===== src/hdl/set_pkg.sv =====
// constants for the state event timer: register map, fields, reset values
package set_pkg;
	localparam int NUM_MATCH = 8;
	localparam int NUM_EV = 8;
	localparam int NUM_OUT = 6;
	localparam int NUM_IN = 4;
	// byte addresses of the registers
	localparam logic [7:0] OFS_CFG = 8'h00;
	localparam logic [7:0] OFS_CTRL = 8'h04;
	localparam logic [7:0] OFS_COUNT = 8'h08;
	localparam logic [7:0] OFS_STATE = 8'h0C;
	localparam logic [7:0] OFS_INSEL = 8'h10;
	localparam logic [7:0] OFS_MODE = 8'h14;
	localparam logic [7:0] OFS_OUT = 8'h18;
	localparam logic [7:0] OFS_ADCSEL = 8'h1C;
	localparam logic [7:0] OFS_STATUS = 8'h20;
	localparam logic [7:0] OFS_CLEAR = 8'h24;
	localparam logic [7:0] OFS_ENABLE = 8'h28;
	localparam logic [7:0] OFS_DMAEN = 8'h2C;
	localparam logic [7:0] OFS_MATCH = 8'h40;
	localparam logic [7:0] OFS_EV = 8'h80;
	// configuration fields
	localparam int CFG_UNIFY = 0;
	localparam int CFG_INCLK = 1;
	localparam int CFG_CLKSEL = 2;
	localparam int CFG_AUTOL = 4;
	localparam int CFG_AUTOH = 5;
	// control fields, high half sits CTL_HI bits up
	localparam int CTL_HALT = 0;
	localparam int CTL_STOP = 1;
	localparam int CTL_BIDIR = 2;
	localparam int CTL_CLR = 3;
	localparam int CTL_HI = 16;
	localparam logic [31:0] CTL_WMASK = 32'h0007_0007;
	localparam logic [31:0] CTRL_RST = 32'h0001_0001;
	// event condition fields
	localparam int EC_MSEL = 0;
	localparam int EC_HSEL = 3;
	localparam int EC_OSEL = 4;
	localparam int EC_IOSEL = 5;
	localparam int EC_IOCND = 8;
	localparam int EC_COMB = 10;
	localparam int EC_DIRQ = 12;
	localparam int EC_HOLD = 14;
	localparam int EC_STLD = 15;
	localparam int EC_STV = 16;
	// event action fields
	localparam int EA_STMASK = 0;
	localparam int EA_LIM = 8;
	localparam int EA_HALT = 9;
	localparam int EA_STOP = 10;
	localparam int EA_START = 11;
	localparam int EA_REV = 12;
	localparam int EA_TOG = 13;
	localparam int EA_CAP = 19;
	// io condition and combination codes
	localparam logic [1:0] IO_LOW = 2'h0;
	localparam logic [1:0] IO_RISE = 2'h1;
	localparam logic [1:0] IO_FALL = 2'h2;
	localparam logic [1:0] IO_HIGH = 2'h3;
	localparam logic [1:0] CB_OR = 2'h0;
	localparam logic [1:0] CB_MATCH = 2'h1;
	localparam logic [1:0] CB_IO = 2'h2;
	localparam logic [1:0] CB_AND = 2'h3;
	localparam logic [1:0] DQ_UP = 2'h1;
	localparam logic [1:0] DQ_DOWN = 2'h2;
endpackage


===== src/hdl/set_state_event_timer.sv =====
// state event timer: counters, match/capture, events, states, outputs
// How it works
// - one 32-bit or two 16-bit counters
// - clock from system clock or selected input
// - count up only, or up then down
// - eight registers, each match or capture
// - match events: irq, stop, limit, halt, reverse, toggle
// - counter copied into capture on event
// - six PWM outputs, common period
// - event: match, io condition, or both
// - events limit, halt, start, stop, reverse
// - events change state, toggle, interrupt, DMA
// - match zero acts as automatic limit
// - events qualified by count direction
// - match held pending until event fires
// - eight events, eight states, state masks
// - state kept across counter periods
// - four inputs each pick pin or internal
// - six outputs, one selected ADC trigger
//
// Decided for this implementation: the register offsets and the address-and-strobe port.
`timescale 1ns/1ps
`default_nettype none
module set_state_event_timer (
	input wire logic clock,
	input wire logic nrst,
	input wire logic clockEnable,
	input wire logic [7:0] regAddr,
	input wire logic [31:0] regWrData,
	input wire logic regWr,
	input wire logic regRd,
	output logic [31:0] regRdData,
	input wire logic [set_pkg::NUM_IN-1:0] pinIn,
	input wire logic adcThresholdIrq,
	input wire logic comparatorOut,
	input wire logic coreEventOutput,
	input wire logic coreDebugHalt,
	output logic [set_pkg::NUM_OUT-1:0] timerOut,
	output logic adcTrigger,
	output logic irq,
	output logic [1:0] dmaReq
);
	import set_pkg::*;

	logic [31:0] cfgReg, ctrlReg, cntReg, ctrlNext;
	logic [31:0] matchReg [NUM_MATCH];
	logic [31:0] evCondReg [NUM_EV];
	logic [31:0] evActReg [NUM_EV];
	logic [11:0] inSelReg;
	logic [7:0] modeReg, statusReg, enableReg, pendReg;
	logic [15:0] dmaEnReg;
	logic [2:0] adcSelReg, stateReg, stateNext;
	logic dirLReg, dirHReg, unify, tick;
	logic [7:0] syncA, syncB, inVec, inOld, outVec, outOld;
	logic [3:0] inReg, inPrevReg;
	logic [5:0] outPrevReg, togMask;
	logic [7:0] fire, mRaw, evHi, capTrig;
	logic [1:0] run, limAct, haltAct, stopAct, startAct, revAct;
	logic [2:0] mIdx, ioIdx;
	logic mOk, ioNow, ioPrev, ioOk, evOk, dirNow, dirOk;
	logic limL, limH, stepL, stepH, clrL, clrH;
	logic [32:0] stL, stH;
	logic wrCfg, wrCtrl, wrCount, wrState, wrOut, wrMatch, wrEv;

	// compare against a match value in whole or split mode
	function automatic logic hitFn(input logic [31:0] c, input logic [31:0] m,
		input logic u, input logic h);
		if (u) begin
			hitFn = (c == m);
		end else if (h) begin
			hitFn = (c[31:16] == m[31:16]);
		end else begin
			hitFn = (c[15:0] == m[15:0]);
		end
	endfunction

	// one count step: returns {direction down, next value}
	function automatic logic [32:0] stepFn(input logic [31:0] v, input logic dn,
		input logic lim, input logic bid);
		if (!dn) begin
			if (lim) begin
				stepFn = bid ? {1'b1, v - 32'h1} : {1'b0, 32'h0};
			end else begin
				stepFn = {1'b0, v + 32'h1};
			end
		end else if (v == 32'h0) begin
			stepFn = {1'b0, v + 32'h1};
		end else begin
			stepFn = {1'b1, v - 32'h1};
		end
	endfunction

	assign wrCfg = regWr && regAddr == OFS_CFG;
	assign wrCtrl = regWr && regAddr == OFS_CTRL;
	assign wrCount = regWr && regAddr == OFS_COUNT;
	assign wrState = regWr && regAddr == OFS_STATE;
	assign wrOut = regWr && regAddr == OFS_OUT;
	assign wrMatch = regWr && regAddr[7:5] == OFS_MATCH[7:5];
	assign wrEv = regWr && regAddr[7:6] == OFS_EV[7:6];

	assign unify = cfgReg[CFG_UNIFY];
	assign run[0] = !ctrlReg[CTL_HALT] && !ctrlReg[CTL_STOP];
	assign run[1] = !ctrlReg[CTL_HI+CTL_HALT] && !ctrlReg[CTL_HI+CTL_STOP];
	assign inVec = {4'h0, inReg};
	assign inOld = {4'h0, inPrevReg};
	assign outVec = {2'h0, timerOut};
	assign outOld = {2'h0, outPrevReg};

	always_ff @(posedge clock or negedge nrst) begin
		if (!nrst) begin
			syncA <= 8'h00;
			syncB <= 8'h00;
		end else if (clockEnable) begin
			syncA <= {coreDebugHalt, coreEventOutput, comparatorOut,
				adcThresholdIrq, pinIn};
			syncB <= syncA;
		end
	end

	always_ff @(posedge clock or negedge nrst) begin
		if (!nrst) begin
			inReg <= 4'h0;
			inPrevReg <= 4'h0;
			outPrevReg <= 6'h00;
		end else if (clockEnable) begin
			for (int k = 0; k < NUM_IN; k++) begin
				inReg[k] <= syncB[inSelReg[3*k+:3]];
			end
			inPrevReg <= inReg;
			outPrevReg <= timerOut;
		end
	end

	// count tick from clock or input rising edge
	assign tick = !cfgReg[CFG_INCLK]
		|| (inReg[cfgReg[CFG_CLKSEL+:2]] && !inPrevReg[cfgReg[CFG_CLKSEL+:2]]);

	// event evaluation
	always_comb begin
		fire = 8'h00;
		mRaw = 8'h00;
		evHi = 8'h00;
		capTrig = 8'h00;
		togMask = 6'h00;
		limAct = 2'h0;
		haltAct = 2'h0;
		stopAct = 2'h0;
		startAct = 2'h0;
		revAct = 2'h0;
		mIdx = 3'h0;
		ioIdx = 3'h0;
		mOk = 1'b0;
		ioNow = 1'b0;
		ioPrev = 1'b0;
		ioOk = 1'b0;
		evOk = 1'b0;
		dirNow = 1'b0;
		dirOk = 1'b0;
		for (int e = 0; e < NUM_EV; e++) begin
			evHi[e] = evCondReg[e][EC_HSEL] & ~unify;
			mIdx = evCondReg[e][EC_MSEL+:3];
			mRaw[e] = ~modeReg[mIdx] & hitFn(cntReg, matchReg[mIdx], unify, evHi[e]);
			mOk = mRaw[e] | (evCondReg[e][EC_HOLD] & pendReg[e]);
			ioIdx = evCondReg[e][EC_IOSEL+:3];
			ioNow = evCondReg[e][EC_OSEL] ? outVec[ioIdx] : inVec[ioIdx];
			ioPrev = evCondReg[e][EC_OSEL] ? outOld[ioIdx] : inOld[ioIdx];
			unique case (evCondReg[e][EC_IOCND+:2])
				IO_LOW: ioOk = ~ioNow;
				IO_RISE: ioOk = ioNow & ~ioPrev;
				IO_FALL: ioOk = ~ioNow & ioPrev;
				IO_HIGH: ioOk = ioNow;
			endcase
			unique case (evCondReg[e][EC_COMB+:2])
				CB_OR: evOk = mOk | ioOk;
				CB_MATCH: evOk = mOk;
				CB_IO: evOk = ioOk;
				CB_AND: evOk = mOk & ioOk;
			endcase
			dirNow = evHi[e] ? dirHReg : dirLReg;
			case (evCondReg[e][EC_DIRQ+:2])
				DQ_UP: dirOk = ~dirNow;
				DQ_DOWN: dirOk = dirNow;
				default: dirOk = 1'b1;
			endcase
			fire[e] = evOk & dirOk & run[evHi[e]] & evActReg[e][EA_STMASK + stateReg];
			if (fire[e]) begin
				limAct[evHi[e]] = limAct[evHi[e]] | evActReg[e][EA_LIM];
				haltAct[evHi[e]] = haltAct[evHi[e]] | evActReg[e][EA_HALT];
				stopAct[evHi[e]] = stopAct[evHi[e]] | evActReg[e][EA_STOP];
				startAct[evHi[e]] = startAct[evHi[e]] | evActReg[e][EA_START];
				revAct[evHi[e]] = revAct[evHi[e]] | evActReg[e][EA_REV];
				togMask = togMask ^ evActReg[e][EA_TOG+:6];
				capTrig = capTrig | evActReg[e][EA_CAP+:8];
			end
		end
	end

	assign limL = limAct[0] || (cfgReg[CFG_AUTOL] && !modeReg[0]
		&& hitFn(cntReg, matchReg[0], unify, 1'b0));
	assign limH = limAct[1] || (cfgReg[CFG_AUTOH] && !modeReg[0]
		&& hitFn(cntReg, matchReg[0], 1'b0, 1'b1));
	assign stepL = tick && run[0];
	assign stepH = tick && run[1] && !unify;
	assign clrL = wrCtrl && regWrData[CTL_CLR];
	assign clrH = wrCtrl && regWrData[CTL_HI+CTL_CLR];
	assign stL = stepFn(unify ? cntReg : {16'h0000, cntReg[15:0]},
		dirLReg ^ revAct[0], limL, ctrlReg[CTL_BIDIR]);
	assign stH = stepFn({16'h0000, cntReg[31:16]},
		dirHReg ^ revAct[1], limH, ctrlReg[CTL_HI+CTL_BIDIR]);

	always_ff @(posedge clock or negedge nrst) begin
		if (!nrst) begin
			cntReg <= 32'h0;
		end else if (clockEnable) begin
			if (wrCount) begin
				cntReg <= regWrData;
			end else if (unify) begin
				if (clrL) begin
					cntReg <= 32'h0;
				end else if (stepL) begin
					cntReg <= stL[31:0];
				end
			end else begin
				if (clrL) begin
					cntReg[15:0] <= 16'h0000;
				end else if (stepL) begin
					cntReg[15:0] <= stL[15:0];
				end
				if (clrH) begin
					cntReg[31:16] <= 16'h0000;
				end else if (stepH) begin
					cntReg[31:16] <= stH[15:0];
				end
			end
		end
	end

	always_ff @(posedge clock or negedge nrst) begin
		if (!nrst) begin
			dirLReg <= 1'b0;
			dirHReg <= 1'b0;
		end else if (clockEnable) begin
			dirLReg <= clrL ? 1'b0 : (stepL ? stL[32] : dirLReg ^ revAct[0]);
			dirHReg <= clrH ? 1'b0 : (stepH ? stH[32] : dirHReg ^ revAct[1]);
		end
	end

	// halt, stop and start; hardware set wins over write
	always_comb begin
		ctrlNext = wrCtrl ? (regWrData & CTL_WMASK) : ctrlReg;
		for (int h = 0; h < 2; h++) begin
			if (haltAct[h]) begin
				ctrlNext[CTL_HI*h+CTL_HALT] = 1'b1;
			end
			if (startAct[h]) begin
				ctrlNext[CTL_HI*h+CTL_STOP] = 1'b0;
			end
			if (stopAct[h]) begin
				ctrlNext[CTL_HI*h+CTL_STOP] = 1'b1;
			end
		end
	end

	always_ff @(posedge clock or negedge nrst) begin
		if (!nrst) begin
			ctrlReg <= CTRL_RST;
		end else if (clockEnable) begin
			ctrlReg <= ctrlNext;
		end
	end

	// lowest numbered firing event picks next state
	always_comb begin
		stateNext = stateReg;
		for (int e = NUM_EV - 1; e >= 0; e--) begin
			if (fire[e]) begin
				stateNext = evCondReg[e][EC_STLD] ? evCondReg[e][EC_STV+:3]
					: stateReg + evCondReg[e][EC_STV+:3];
			end
		end
	end

	// state untouched by counter wrap or limit
	always_ff @(posedge clock or negedge nrst) begin
		if (!nrst) begin
			stateReg <= 3'h0;
		end else if (clockEnable) begin
			stateReg <= (|fire) ? stateNext : (wrState ? regWrData[2:0] : stateReg);
		end
	end

	// pending matches, consumed when the event fires
	always_ff @(posedge clock or negedge nrst) begin
		if (!nrst) begin
			pendReg <= 8'h00;
		end else if (clockEnable) begin
			for (int e = 0; e < NUM_EV; e++) begin
				pendReg[e] <= fire[e] ? 1'b0
					: pendReg[e] | (mRaw[e] & evCondReg[e][EC_HOLD]);
			end
		end
	end

	always_ff @(posedge clock or negedge nrst) begin
		if (!nrst) begin
			for (int r = 0; r < NUM_MATCH; r++) begin
				matchReg[r] <= 32'h0;
			end
		end else if (clockEnable) begin
			for (int r = 0; r < NUM_MATCH; r++) begin
				if (capTrig[r] && modeReg[r]) begin
					matchReg[r] <= cntReg;
				end else if (wrMatch && regAddr[4:2] == r[2:0]) begin
					matchReg[r] <= regWrData;
				end
			end
		end
	end

	// configuration registers
	always_ff @(posedge clock or negedge nrst) begin
		if (!nrst) begin
			cfgReg <= 32'h0;
			inSelReg <= 12'h000;
			modeReg <= 8'h00;
			enableReg <= 8'h00;
			dmaEnReg <= 16'h0000;
			adcSelReg <= 3'h0;
			for (int e = 0; e < NUM_EV; e++) begin
				evCondReg[e] <= 32'h0;
				evActReg[e] <= 32'h0;
			end
		end else if (clockEnable && regWr) begin
			unique case (regAddr)
				OFS_CFG: cfgReg <= regWrData & 32'h0000_003F;
				OFS_INSEL: inSelReg <= regWrData[11:0];
				OFS_MODE: modeReg <= regWrData[7:0];
				OFS_ENABLE: enableReg <= regWrData[7:0];
				OFS_DMAEN: dmaEnReg <= regWrData[15:0];
				OFS_ADCSEL: adcSelReg <= regWrData[2:0];
				default: begin
				end
			endcase
			if (wrEv && regAddr[2]) begin
				evActReg[regAddr[5:3]] <= regWrData;
			end else if (wrEv) begin
				evCondReg[regAddr[5:3]] <= regWrData;
			end
		end
	end

	// outputs toggled by events, PWM via limit and match
	always_ff @(posedge clock or negedge nrst) begin
		if (!nrst) begin
			timerOut <= 6'h00;
			adcTrigger <= 1'b0;
		end else if (clockEnable) begin
			timerOut <= (wrOut ? regWrData[5:0] : timerOut) ^ togMask;
			// one output routed to the ADC trigger
			adcTrigger <= outVec[adcSelReg];
		end
	end

	// sticky status, set wins over clear; irq and DMA
	always_ff @(posedge clock or negedge nrst) begin
		if (!nrst) begin
			statusReg <= 8'h00;
			irq <= 1'b0;
			dmaReq <= 2'h0;
		end else if (clockEnable) begin
			statusReg <= (statusReg & ~((regWr && regAddr == OFS_CLEAR)
				? regWrData[7:0] : 8'h00)) | fire;
			irq <= |(statusReg & enableReg);
			dmaReq[0] <= |(fire & dmaEnReg[7:0]);
			dmaReq[1] <= |(fire & dmaEnReg[15:8]);
		end
	end

	// register reads, data in the cycle after the strobe
	always_ff @(posedge clock or negedge nrst) begin
		if (!nrst) begin
			regRdData <= 32'h0;
		end else if (clockEnable) begin
			regRdData <= 32'h0;
			if (regRd) begin
				unique case (regAddr)
					OFS_CFG: regRdData <= cfgReg;
					OFS_CTRL: regRdData <= ctrlReg;
					OFS_COUNT: regRdData <= cntReg;
					OFS_STATE: regRdData <= {29'h0, stateReg};
					OFS_INSEL: regRdData <= {20'h0, inSelReg};
					OFS_MODE: regRdData <= {24'h0, modeReg};
					OFS_OUT: regRdData <= {26'h0, timerOut};
					OFS_ADCSEL: regRdData <= {29'h0, adcSelReg};
					OFS_STATUS: regRdData <= {24'h0, statusReg};
					OFS_ENABLE: regRdData <= {24'h0, enableReg};
					OFS_DMAEN: regRdData <= {16'h0, dmaEnReg};
					default: begin
						if (regAddr[7:5] == OFS_MATCH[7:5]) begin
							regRdData <= matchReg[regAddr[4:2]];
						end else if (regAddr[7:6] == OFS_EV[7:6]) begin
							regRdData <= regAddr[2] ? evActReg[regAddr[5:3]]
								: evCondReg[regAddr[5:3]];
						end
					end
				endcase
			end
		end
	end
endmodule
`default_nettype wire


===== config.mk =====
export PLATFORM = sky130hd
export DESIGN_NAME = set_state_event_timer
export DESIGN_NICKNAME = d
export VERILOG_FILES = /design/src/hdl/set_pkg.sv /design/src/hdl/set_state_event_timer.sv
export SDC_FILE = /design/constraint.sdc
export NUM_CORES = 2
export LEC_CHECK = 0
export BUFFER_PORTS_ARGS = -buffer_cell sky130_fd_sc_hd__buf_2
export CAP_MARGIN = 20
export CORE_MARGIN = 2
export CORE_UTILIZATION = 60
export CTS_CLUSTER_DIAMETER = 150
export CTS_CLUSTER_SIZE = 30
export DETAILED_ROUTE_END_ITERATION = 8
export PLACE_DENSITY_LB_ADDON = 0.05
export SLEW_MARGIN = 25
export SYNTH_ARGS = -nofsm -noshare
export SYNTH_HDL_FRONTEND = slang
export SYNTH_SLANG_ARGS = --single-unit
export TNS_END_PERCENT = 1

===== constraint.sdc =====
create_clock -name clock -period 6.03 [get_ports clock]
set_clock_uncertainty 0.2 [all_clocks]
set_input_delay 0.3015 -clock clock [delete_from_list [all_inputs] [get_ports clock]]
set_output_delay 0.3015 -clock clock [all_outputs]
set_load 0.01 [all_outputs]

Word-level counts from Yosys, hierarchy flattened
Cells that the tools add are included.
Widths: inputs -> output; s select.
Operators by class
  div/mod/pow operators: 0
  equal/unequal tests: 113
  multiplexer cells: 483
  add/sub/neg operators: 12
  order comparisons: 50
  reductions and logical operators: 120
  multipliers: 0
  bitwise gates (word level): 216
  shifts and indexed selects: 0
Operators with widths (number)
  $mux 32: 48
  $bmux 32 s3: 11
  $bwmux 256: 2
  $pmux 32 s11: 1
  $eq 16x16->1: 18
  $eq 32x32->1: 9
  $mux 33: 8
  $mux 1: 209
  $bmux 1 s3: 53
  $demux 32 s3: 1
  $lt 3x4->1 const B: 21
  $eq 2x2->1 const B: 41
  $and 1x1->1: 80
  $mux 2: 40
  $mux 8: 9
  $bwmux 2: 35
  $mux 16: 4
  $or 1x1->1: 64
  $or 8x8->8: 8
  $pmux 1 s4: 16
  $mux 3: 18
  $mux 6: 9
  $eq 2x1->1 const B: 24
  $xor 6x6->6: 8
  44 further kinds: 257
Storage, ports and cells
  register bits after elaboration: 952
  bits in latches: 0
  output and inout port bits: 42
  memories: 0
  ROM bits: 0
  RAM bits: 0

Logic depth before layout (Yosys ltp)
  word-level depth: 57
  gate-level depth with buffers: 22

Least setup slack after synthesis
Ideal clock, no wire load.
  path type: reg2reg
  start: register evCondReg[133] (netlist name)
  end: register cntReg[13]
  data arrival time: 4.255 ns
  period minus slack after synthesis: 4.520 ns
  buffers on the path: 4
  required time: 5.765 ns
  slack: 1.510 ns
  cell stages (with the launch flop): 18
  cells stage by stage: dfrtp_1 -> buf_6 -> mux4_2 -> a22o_1 -> or2_2 -> xor2_1 -> o31ai_1 -> and4_1 -> or4_1 -> or4_1 -> buf_2 -> or2_1 -> clkbuf_2 -> buf_6 -> a21boi_0 -> mux4_2 -> o2111ai_1 -> o211a_1
On the way
  word-level cells in the longest chain between the ends: 39
  elaborated cells on any way between the ends: 73
Ends and longest elaborated chain
  start, declared: RTL line set_state_event_timer.sv:47  | logic [31:0] evCondReg [NUM_EV];
  start signal, assigned by index: RTL line set_state_event_timer.sv:347  | evCondReg[regAddr[5:3]] <= regWrData;
  $bmux 1 s3, on equally long branches: RTL line set_state_event_timer.sv:165, set_state_event_timer.sv:166
  $mux 1, on equally long branches (2 in series): RTL line set_state_event_timer.sv:165, set_state_event_timer.sv:166
  $not 1->1, on equally long branches: RTL line set_state_event_timer.sv:168, set_state_event_timer.sv:170, set_state_event_timer.sv:169
  $and 1x1->1, on equally long branches: RTL line set_state_event_timer.sv:170, set_state_event_timer.sv:169
  $pmux 1 s4 (*): RTL line set_state_event_timer.sv:167  | unique case (evCondReg[e][EC_IOCND+:2])
  $and 1x1->1 or $or 1x1->1 (tied branches): RTL line set_state_event_timer.sv:177, set_state_event_timer.sv:174
  $pmux 1 s4 (*): RTL line set_state_event_timer.sv:173  | unique case (evCondReg[e][EC_COMB+:2])
  $and 1x1->1 (*) (3 in series): RTL line set_state_event_timer.sv:185  | fire[e] = evOk & dirOk & run[evHi[e]] & evActReg[e][EA_STMASK + stateReg];
  [20 not listed]
  $mux 2: RTL line set_state_event_timer.sv:186  | if (fire[e]) begin
  $logic_or 1x1->1: RTL line set_state_event_timer.sv:198  | assign limL = limAct[0] || (cfgReg[CFG_AUTOL] && !modeReg[0]
  $mux 33: RTL line set_state_event_timer.sv:81  | if (lim) begin
  $mux 33 (*): RTL line set_state_event_timer.sv:80  | if (!dn) begin
  $mux 16 or $mux 32 (tied branches): RTL line set_state_event_timer.sv:226, set_state_event_timer.sv:220
  $mux 16 or $mux 32 (tied branches): RTL line set_state_event_timer.sv:224, set_state_event_timer.sv:218
  $mux 32 (*): RTL line set_state_event_timer.sv:217  | end else if (unify) begin
  $mux 32 (*): RTL line set_state_event_timer.sv:215  | if (wrCount) begin
  end signal, assigned: RTL line set_state_event_timer.sv:216  | cntReg <= regWrData;
  end signal, assigned: RTL line set_state_event_timer.sv:221  | cntReg <= stL[31:0];
  end signal, assigned: RTL line set_state_event_timer.sv:227  | cntReg[15:0] <= stL[15:0];
  end, declared: RTL line set_state_event_timer.sv:45  | logic [31:0] cfgReg, ctrlReg, cntReg, ctrlNext;
Mark *: on every way between the ends. The rest lies on a longest branch, timed or not. The select of a mux whose other input is x is not followed.
A chain may end at the register's enable or synchronous reset.

Worst setup path after layout
  start: register evCondReg[226] (netlist name)
  end: register matchReg[204] (netlist name)
On the way
  word-level cells in the longest chain between the ends: 32
  elaborated cells on any way between the ends: 39
Ends and longest elaborated chain
  $not 3->4 (not written as such): RTL line set_state_event_timer.sv:162  | mRaw[e] = ~modeReg[mIdx] & hitFn(cntReg, matchReg[mIdx], unify, evHi[e]);
  $bmux 32 s3: RTL line set_state_event_timer.sv:162
  $mux 32 (not written as such) (2 in series): RTL line set_state_event_timer.sv:162
  $eq 16x16->1, on equally long branches: RTL line set_state_event_timer.sv:73, set_state_event_timer.sv:71
  $mux 1: RTL line set_state_event_timer.sv:70  | end else if (h) begin
  $mux 1: RTL line set_state_event_timer.sv:68  | if (u) begin
  $and 1x1->1 (*): RTL line set_state_event_timer.sv:162
  $or 1x1->1 (*): RTL line set_state_event_timer.sv:163  | mOk = mRaw[e] | (evCondReg[e][EC_HOLD] & pendReg[e]);
  [15 not listed]
  $mux 8 (*): RTL line set_state_event_timer.sv:186
  $or 8x8->8: RTL line set_state_event_timer.sv:193  | capTrig = capTrig | evActReg[e][EA_CAP+:8];
  $mux 8 (*): RTL line set_state_event_timer.sv:186
  $or 8x8->8: RTL line set_state_event_timer.sv:193
  $mux 8 (*): RTL line set_state_event_timer.sv:186
  $logic_and 1x1->1 (*): RTL line set_state_event_timer.sv:311  | if (capTrig[r] && modeReg[r]) begin
  $reduce_bool 2->1 (no line)
  $reduce_and 2->1 (no line)
  end signal, assigned by index: RTL line set_state_event_timer.sv:312  | matchReg[r] <= cntReg;
  end signal, assigned by index: RTL line set_state_event_timer.sv:314  | matchReg[r] <= regWrData;
  end, declared: RTL line set_state_event_timer.sv:46  | logic [31:0] matchReg [NUM_MATCH];
Marks and branches as above.

==> results.md <==
* Filler cell count at 10,300
* Worst Setup Start Kind: flip-flop
* Mapped Nets at 7,633
* Async S/R FF share, synth at 1.00
* Cell variety after synth at 93
* Setup ws final at -239 ps
* Seq pwr share at 0.421
* H-Tree Depth at 2
* Initial antenna violation count at 15
* Max frequency at 160 MHz
* Hold Vio Cnt, Final at 0
* Critical path arrival at 6700 ps
* Tightest Pin Transition at 1230 ps
* Die H at 358 um
* Core Region at 0.125 mm^2
* Post-synth EDFFs at 0
* CP Data Required Time at 6460 ps
* Reg-to-Reg End: matchReg[204]$_DFFE_PN0P_
* Mapped cell area at 0.0753 mm^2
* CP Class: flip-flop to flip-flop
* Clock share of power at 0.161
* Register bit total from synthesis at 952
* Worst-path cell chain: nor2b_2 -> a22oi_1 -> and3_1 -> o22ai_1 -> nor4_1 -> buf_4 -> a21oi_1 -> a211oi_1 -> o221a_2 -> buf_12 -> a222oi_1 -> nand2_1 -> o21ai_4 -> buf_4 -> mux2i_1 -> a21oi_1
* Slew Limit Fails at 0
* Hold Path Class: primary input to flip-flop
* Ratio of cells with drive above 1 in the final layout at 0.241
* Inst Count DP at 8,746
* Count leader, synth: dfrtp_1
* WHS at 15.1 ps
* Largest net degree at the start of global routing at 146
* Cts bufs inserted at 38
* Root Driver: clkbuf_16
* CTS sink count at 952
* Worst r2r src: evCondReg[226]$_DFFE_PN0P_
* Crit. End Element: flip-flop
* Worst R2R Path Depth at 16
* Gpl congestion at 1.09
* Post-Synthesis Cells at 7,542
* Routed via count at 68,200
* Die width at 358 um
* Io pins at 95
* Final wirelength at 331,000 um
* Final cycle utilization of the critical path at 1.04
* CP max stage cell: nor2b_2
* P_int at 12.0 mW
* Final setup viols at 56
* Peak VDD IR at 0.000283 V
* Worst path max stage delay at 820 ps
* Syn avg cell area at 9.99 um^2
* Vias in the first global route at 64,300
* Port buffer count at 94
* Status: finished, violations left
* First DRT Iteration DRCs at 10,800
* Share of the yosys chip area belonging to registers at 0.316
* Clock latency on the worst-skew pair at 750 ps
* Non-Filler Instances at 8,836
* Area Growth Syn to Fin at 5.57%
* Clock Tree Buf Depth at 3
* Final antenna-violating net count at 0
* Ys Warns at 0
* Initial core utilization at 0.602
* Grt total ovfl at 0
* Failing checks: negative setup slack
* Post-synth top cells: dfrtp_1, mux2i_1, mux2_2, nand2_1, clkbuf_1
* Die area at 0.128 mm^2
* Routed vias/inst at 7.72
* Share of the synthesized area in the top cell type at 0.316
* Top_reg_cell synth: dfrtp_1
* Rel. slew slack at 0.174
* Crit path max fanout at 42
* Global-route wire length before repair at 472,000 um
* TritonCTS clock tree: yes
* WL per Instance at 37.5 um
* Reg2reg setup slack at -240 ps
* Clk pin slew, worst setup/hold paths at 130 ps
* P_sw at 9.66 mW
* Leak at 32.8 nW
* Post-synth top area cell: dfrtp_1
* Row count at 130
* GRT Total Usage at 0.507
* Hold Path Cell Cnt at 3
* Setup repair after global routing missed its margin: no
* Cell area power density at 273 mW/mm^2
* Hold endpoint: matchReg[127]$_DFFE_PN0P_
* Area contributors post-synth: dfrtp_1, mux4_2, mux2i_1
* Nets at 7,255
* DRT Pass-1 Iters at 9
* HP Start: regWrData[31]
* Period minus WS final at 6270 ps
* Total power at 21.7 mW
* Comb power frac at 0.418
* DP Wirelength at 227,000 um
* Max Cap Viol at 0
* Sw Share at 0.445
* DRC Markers at 0
[flip-flops by register name, summed over array words and instances (netlist names), 12 cells and up]
signal,count
cntReg,32
dmaEnReg,16
evActReg,256
evCondReg,256
inSelReg,12
matchReg,256
regRdData,32
[cell type report]
cell class | count | area [um^2] | area share
clock buffer | 47 | 985 | 0.0124
clock inverter | 7 | 83.8 | 0.00105
sequential | 952 | 23900 | 0.300
multi-input combinational | 5522 | 47500 | 0.597
timing repair buffer | 543 | 4630 | 0.0582
tap | 1650 | 2060 | 0.0260
inverter | 107 | 404 | 0.00508
antenna | 8 | 20.0 | 0.000252
[power by group through the flow]
stage / clock [mW] / sequential (mW) / combinational (mW)
5_1_grt: 3.68 / 9.15 / 9.42
2_1_floorplan: 0 / 7.59 / 6.59
3_3_place_gp: 0 / 9.08 / 8.50
6_report: 3.49 / 9.14 / 9.07
3_5_place_dp: 0 / 9.12 / 8.62
4_1_cts: 3.48 / 8.99 / 8.67
[per-stage QoR]
stage                      util  setup WS [ps]  setup TNS [ps]  instance area [um^2]
after global placement    0.624           49.4               0                 78100
final                     0.636           -239           -6850                 79500
after global routing      0.636           15.1               0                 79500
after CTS                 0.635           63.6               0                 79400
after floorplan               -           1510               0                 75300
after detailed placement  0.624           82.7               0                 78100
[cells by family after synthesis]
kind of cell,share of synthesized area
xor+xnor,0.0413
fa+ha+maj,0.00711
simple gates,0.0928
buf+inv,0.0596
mux,0.342
compound gates,0.141
flops,0.316
[routing by layer]
metal,wire length (um),share of wire,GRT usage
met4,28700,0.086,0.337
met3,46600,0.14,0.169
met5,105,0.00032,0
met1,118000,0.35,0.653
met2,139000,0.42,0.728
[repair_timing]
item                                    in CTS  in global routing
endpoints found under the hold margin      229                  0
resized for setup                            0                  4
buffers inserted                             0                  1
endpoints found under the setup margin       0                 68
hold buffers                                27                  0
[worst max-delay path: cells and delay by family (launching register included)]
kind                   cells  cell delay (ps)
AND/OR/NAND/NOR            4             1490
buffers and inverters      3             1230
multiplexers               1              300
AO/OA/AOI/OAI              8             2370
flip-flops                 1              500
[how the worst max path moves through the flow]
stage / start / end / depth (start not counted)
global route: evCondReg[226]$_DFFE_PN0P_ / matchReg[206]$_DFFE_PN0P_ / 16
CTS: evCondReg[129]$_DFFE_PN0P_ / matchReg[128]$_DFFE_PN0P_ / 15
global placement: evCondReg[128]$_DFFE_PN0P_ / cntReg[27]$_DFFE_PN0P_ / 16
detailed placement: evCondReg[129]$_DFFE_PN0P_ / matchReg[145]$_DFFE_PN0P_ / 15
finish: evCondReg[226]$_DFFE_PN0P_ / matchReg[204]$_DFFE_PN0P_ / 16
floorplan: evCondReg[133]$_DFFE_PN0P_ / cntReg[13]$_DFFE_PN0P_ / 17
[placed cells by master, fill, tap and decap left out, types with 30 or more instances in the layout]
cell type  instances
mux2i_1          908
dfrtp_1          923
xor2_1           150
nor2b_1           39
nand2b_1          44
and3_1            53
a22o_1           100
a222oi_1          35
and2_1            31
xnor2_1          204
o21ai_0          378
nand2_1          601
nand3_1           84
mux2_2           616
nor4_1            40
a221oi_1         123
mux4_2           432
ha_1              30
a21oi_1          416
clkbuf_16         38
nand4_1           60
nor2_1           449
a31oi_1           52
a22oi_1          158
buf_12            54
inv_1             94
buf_4            369
o22ai_1           69
buf_2             88
Power figures use the tool's default switching activity.
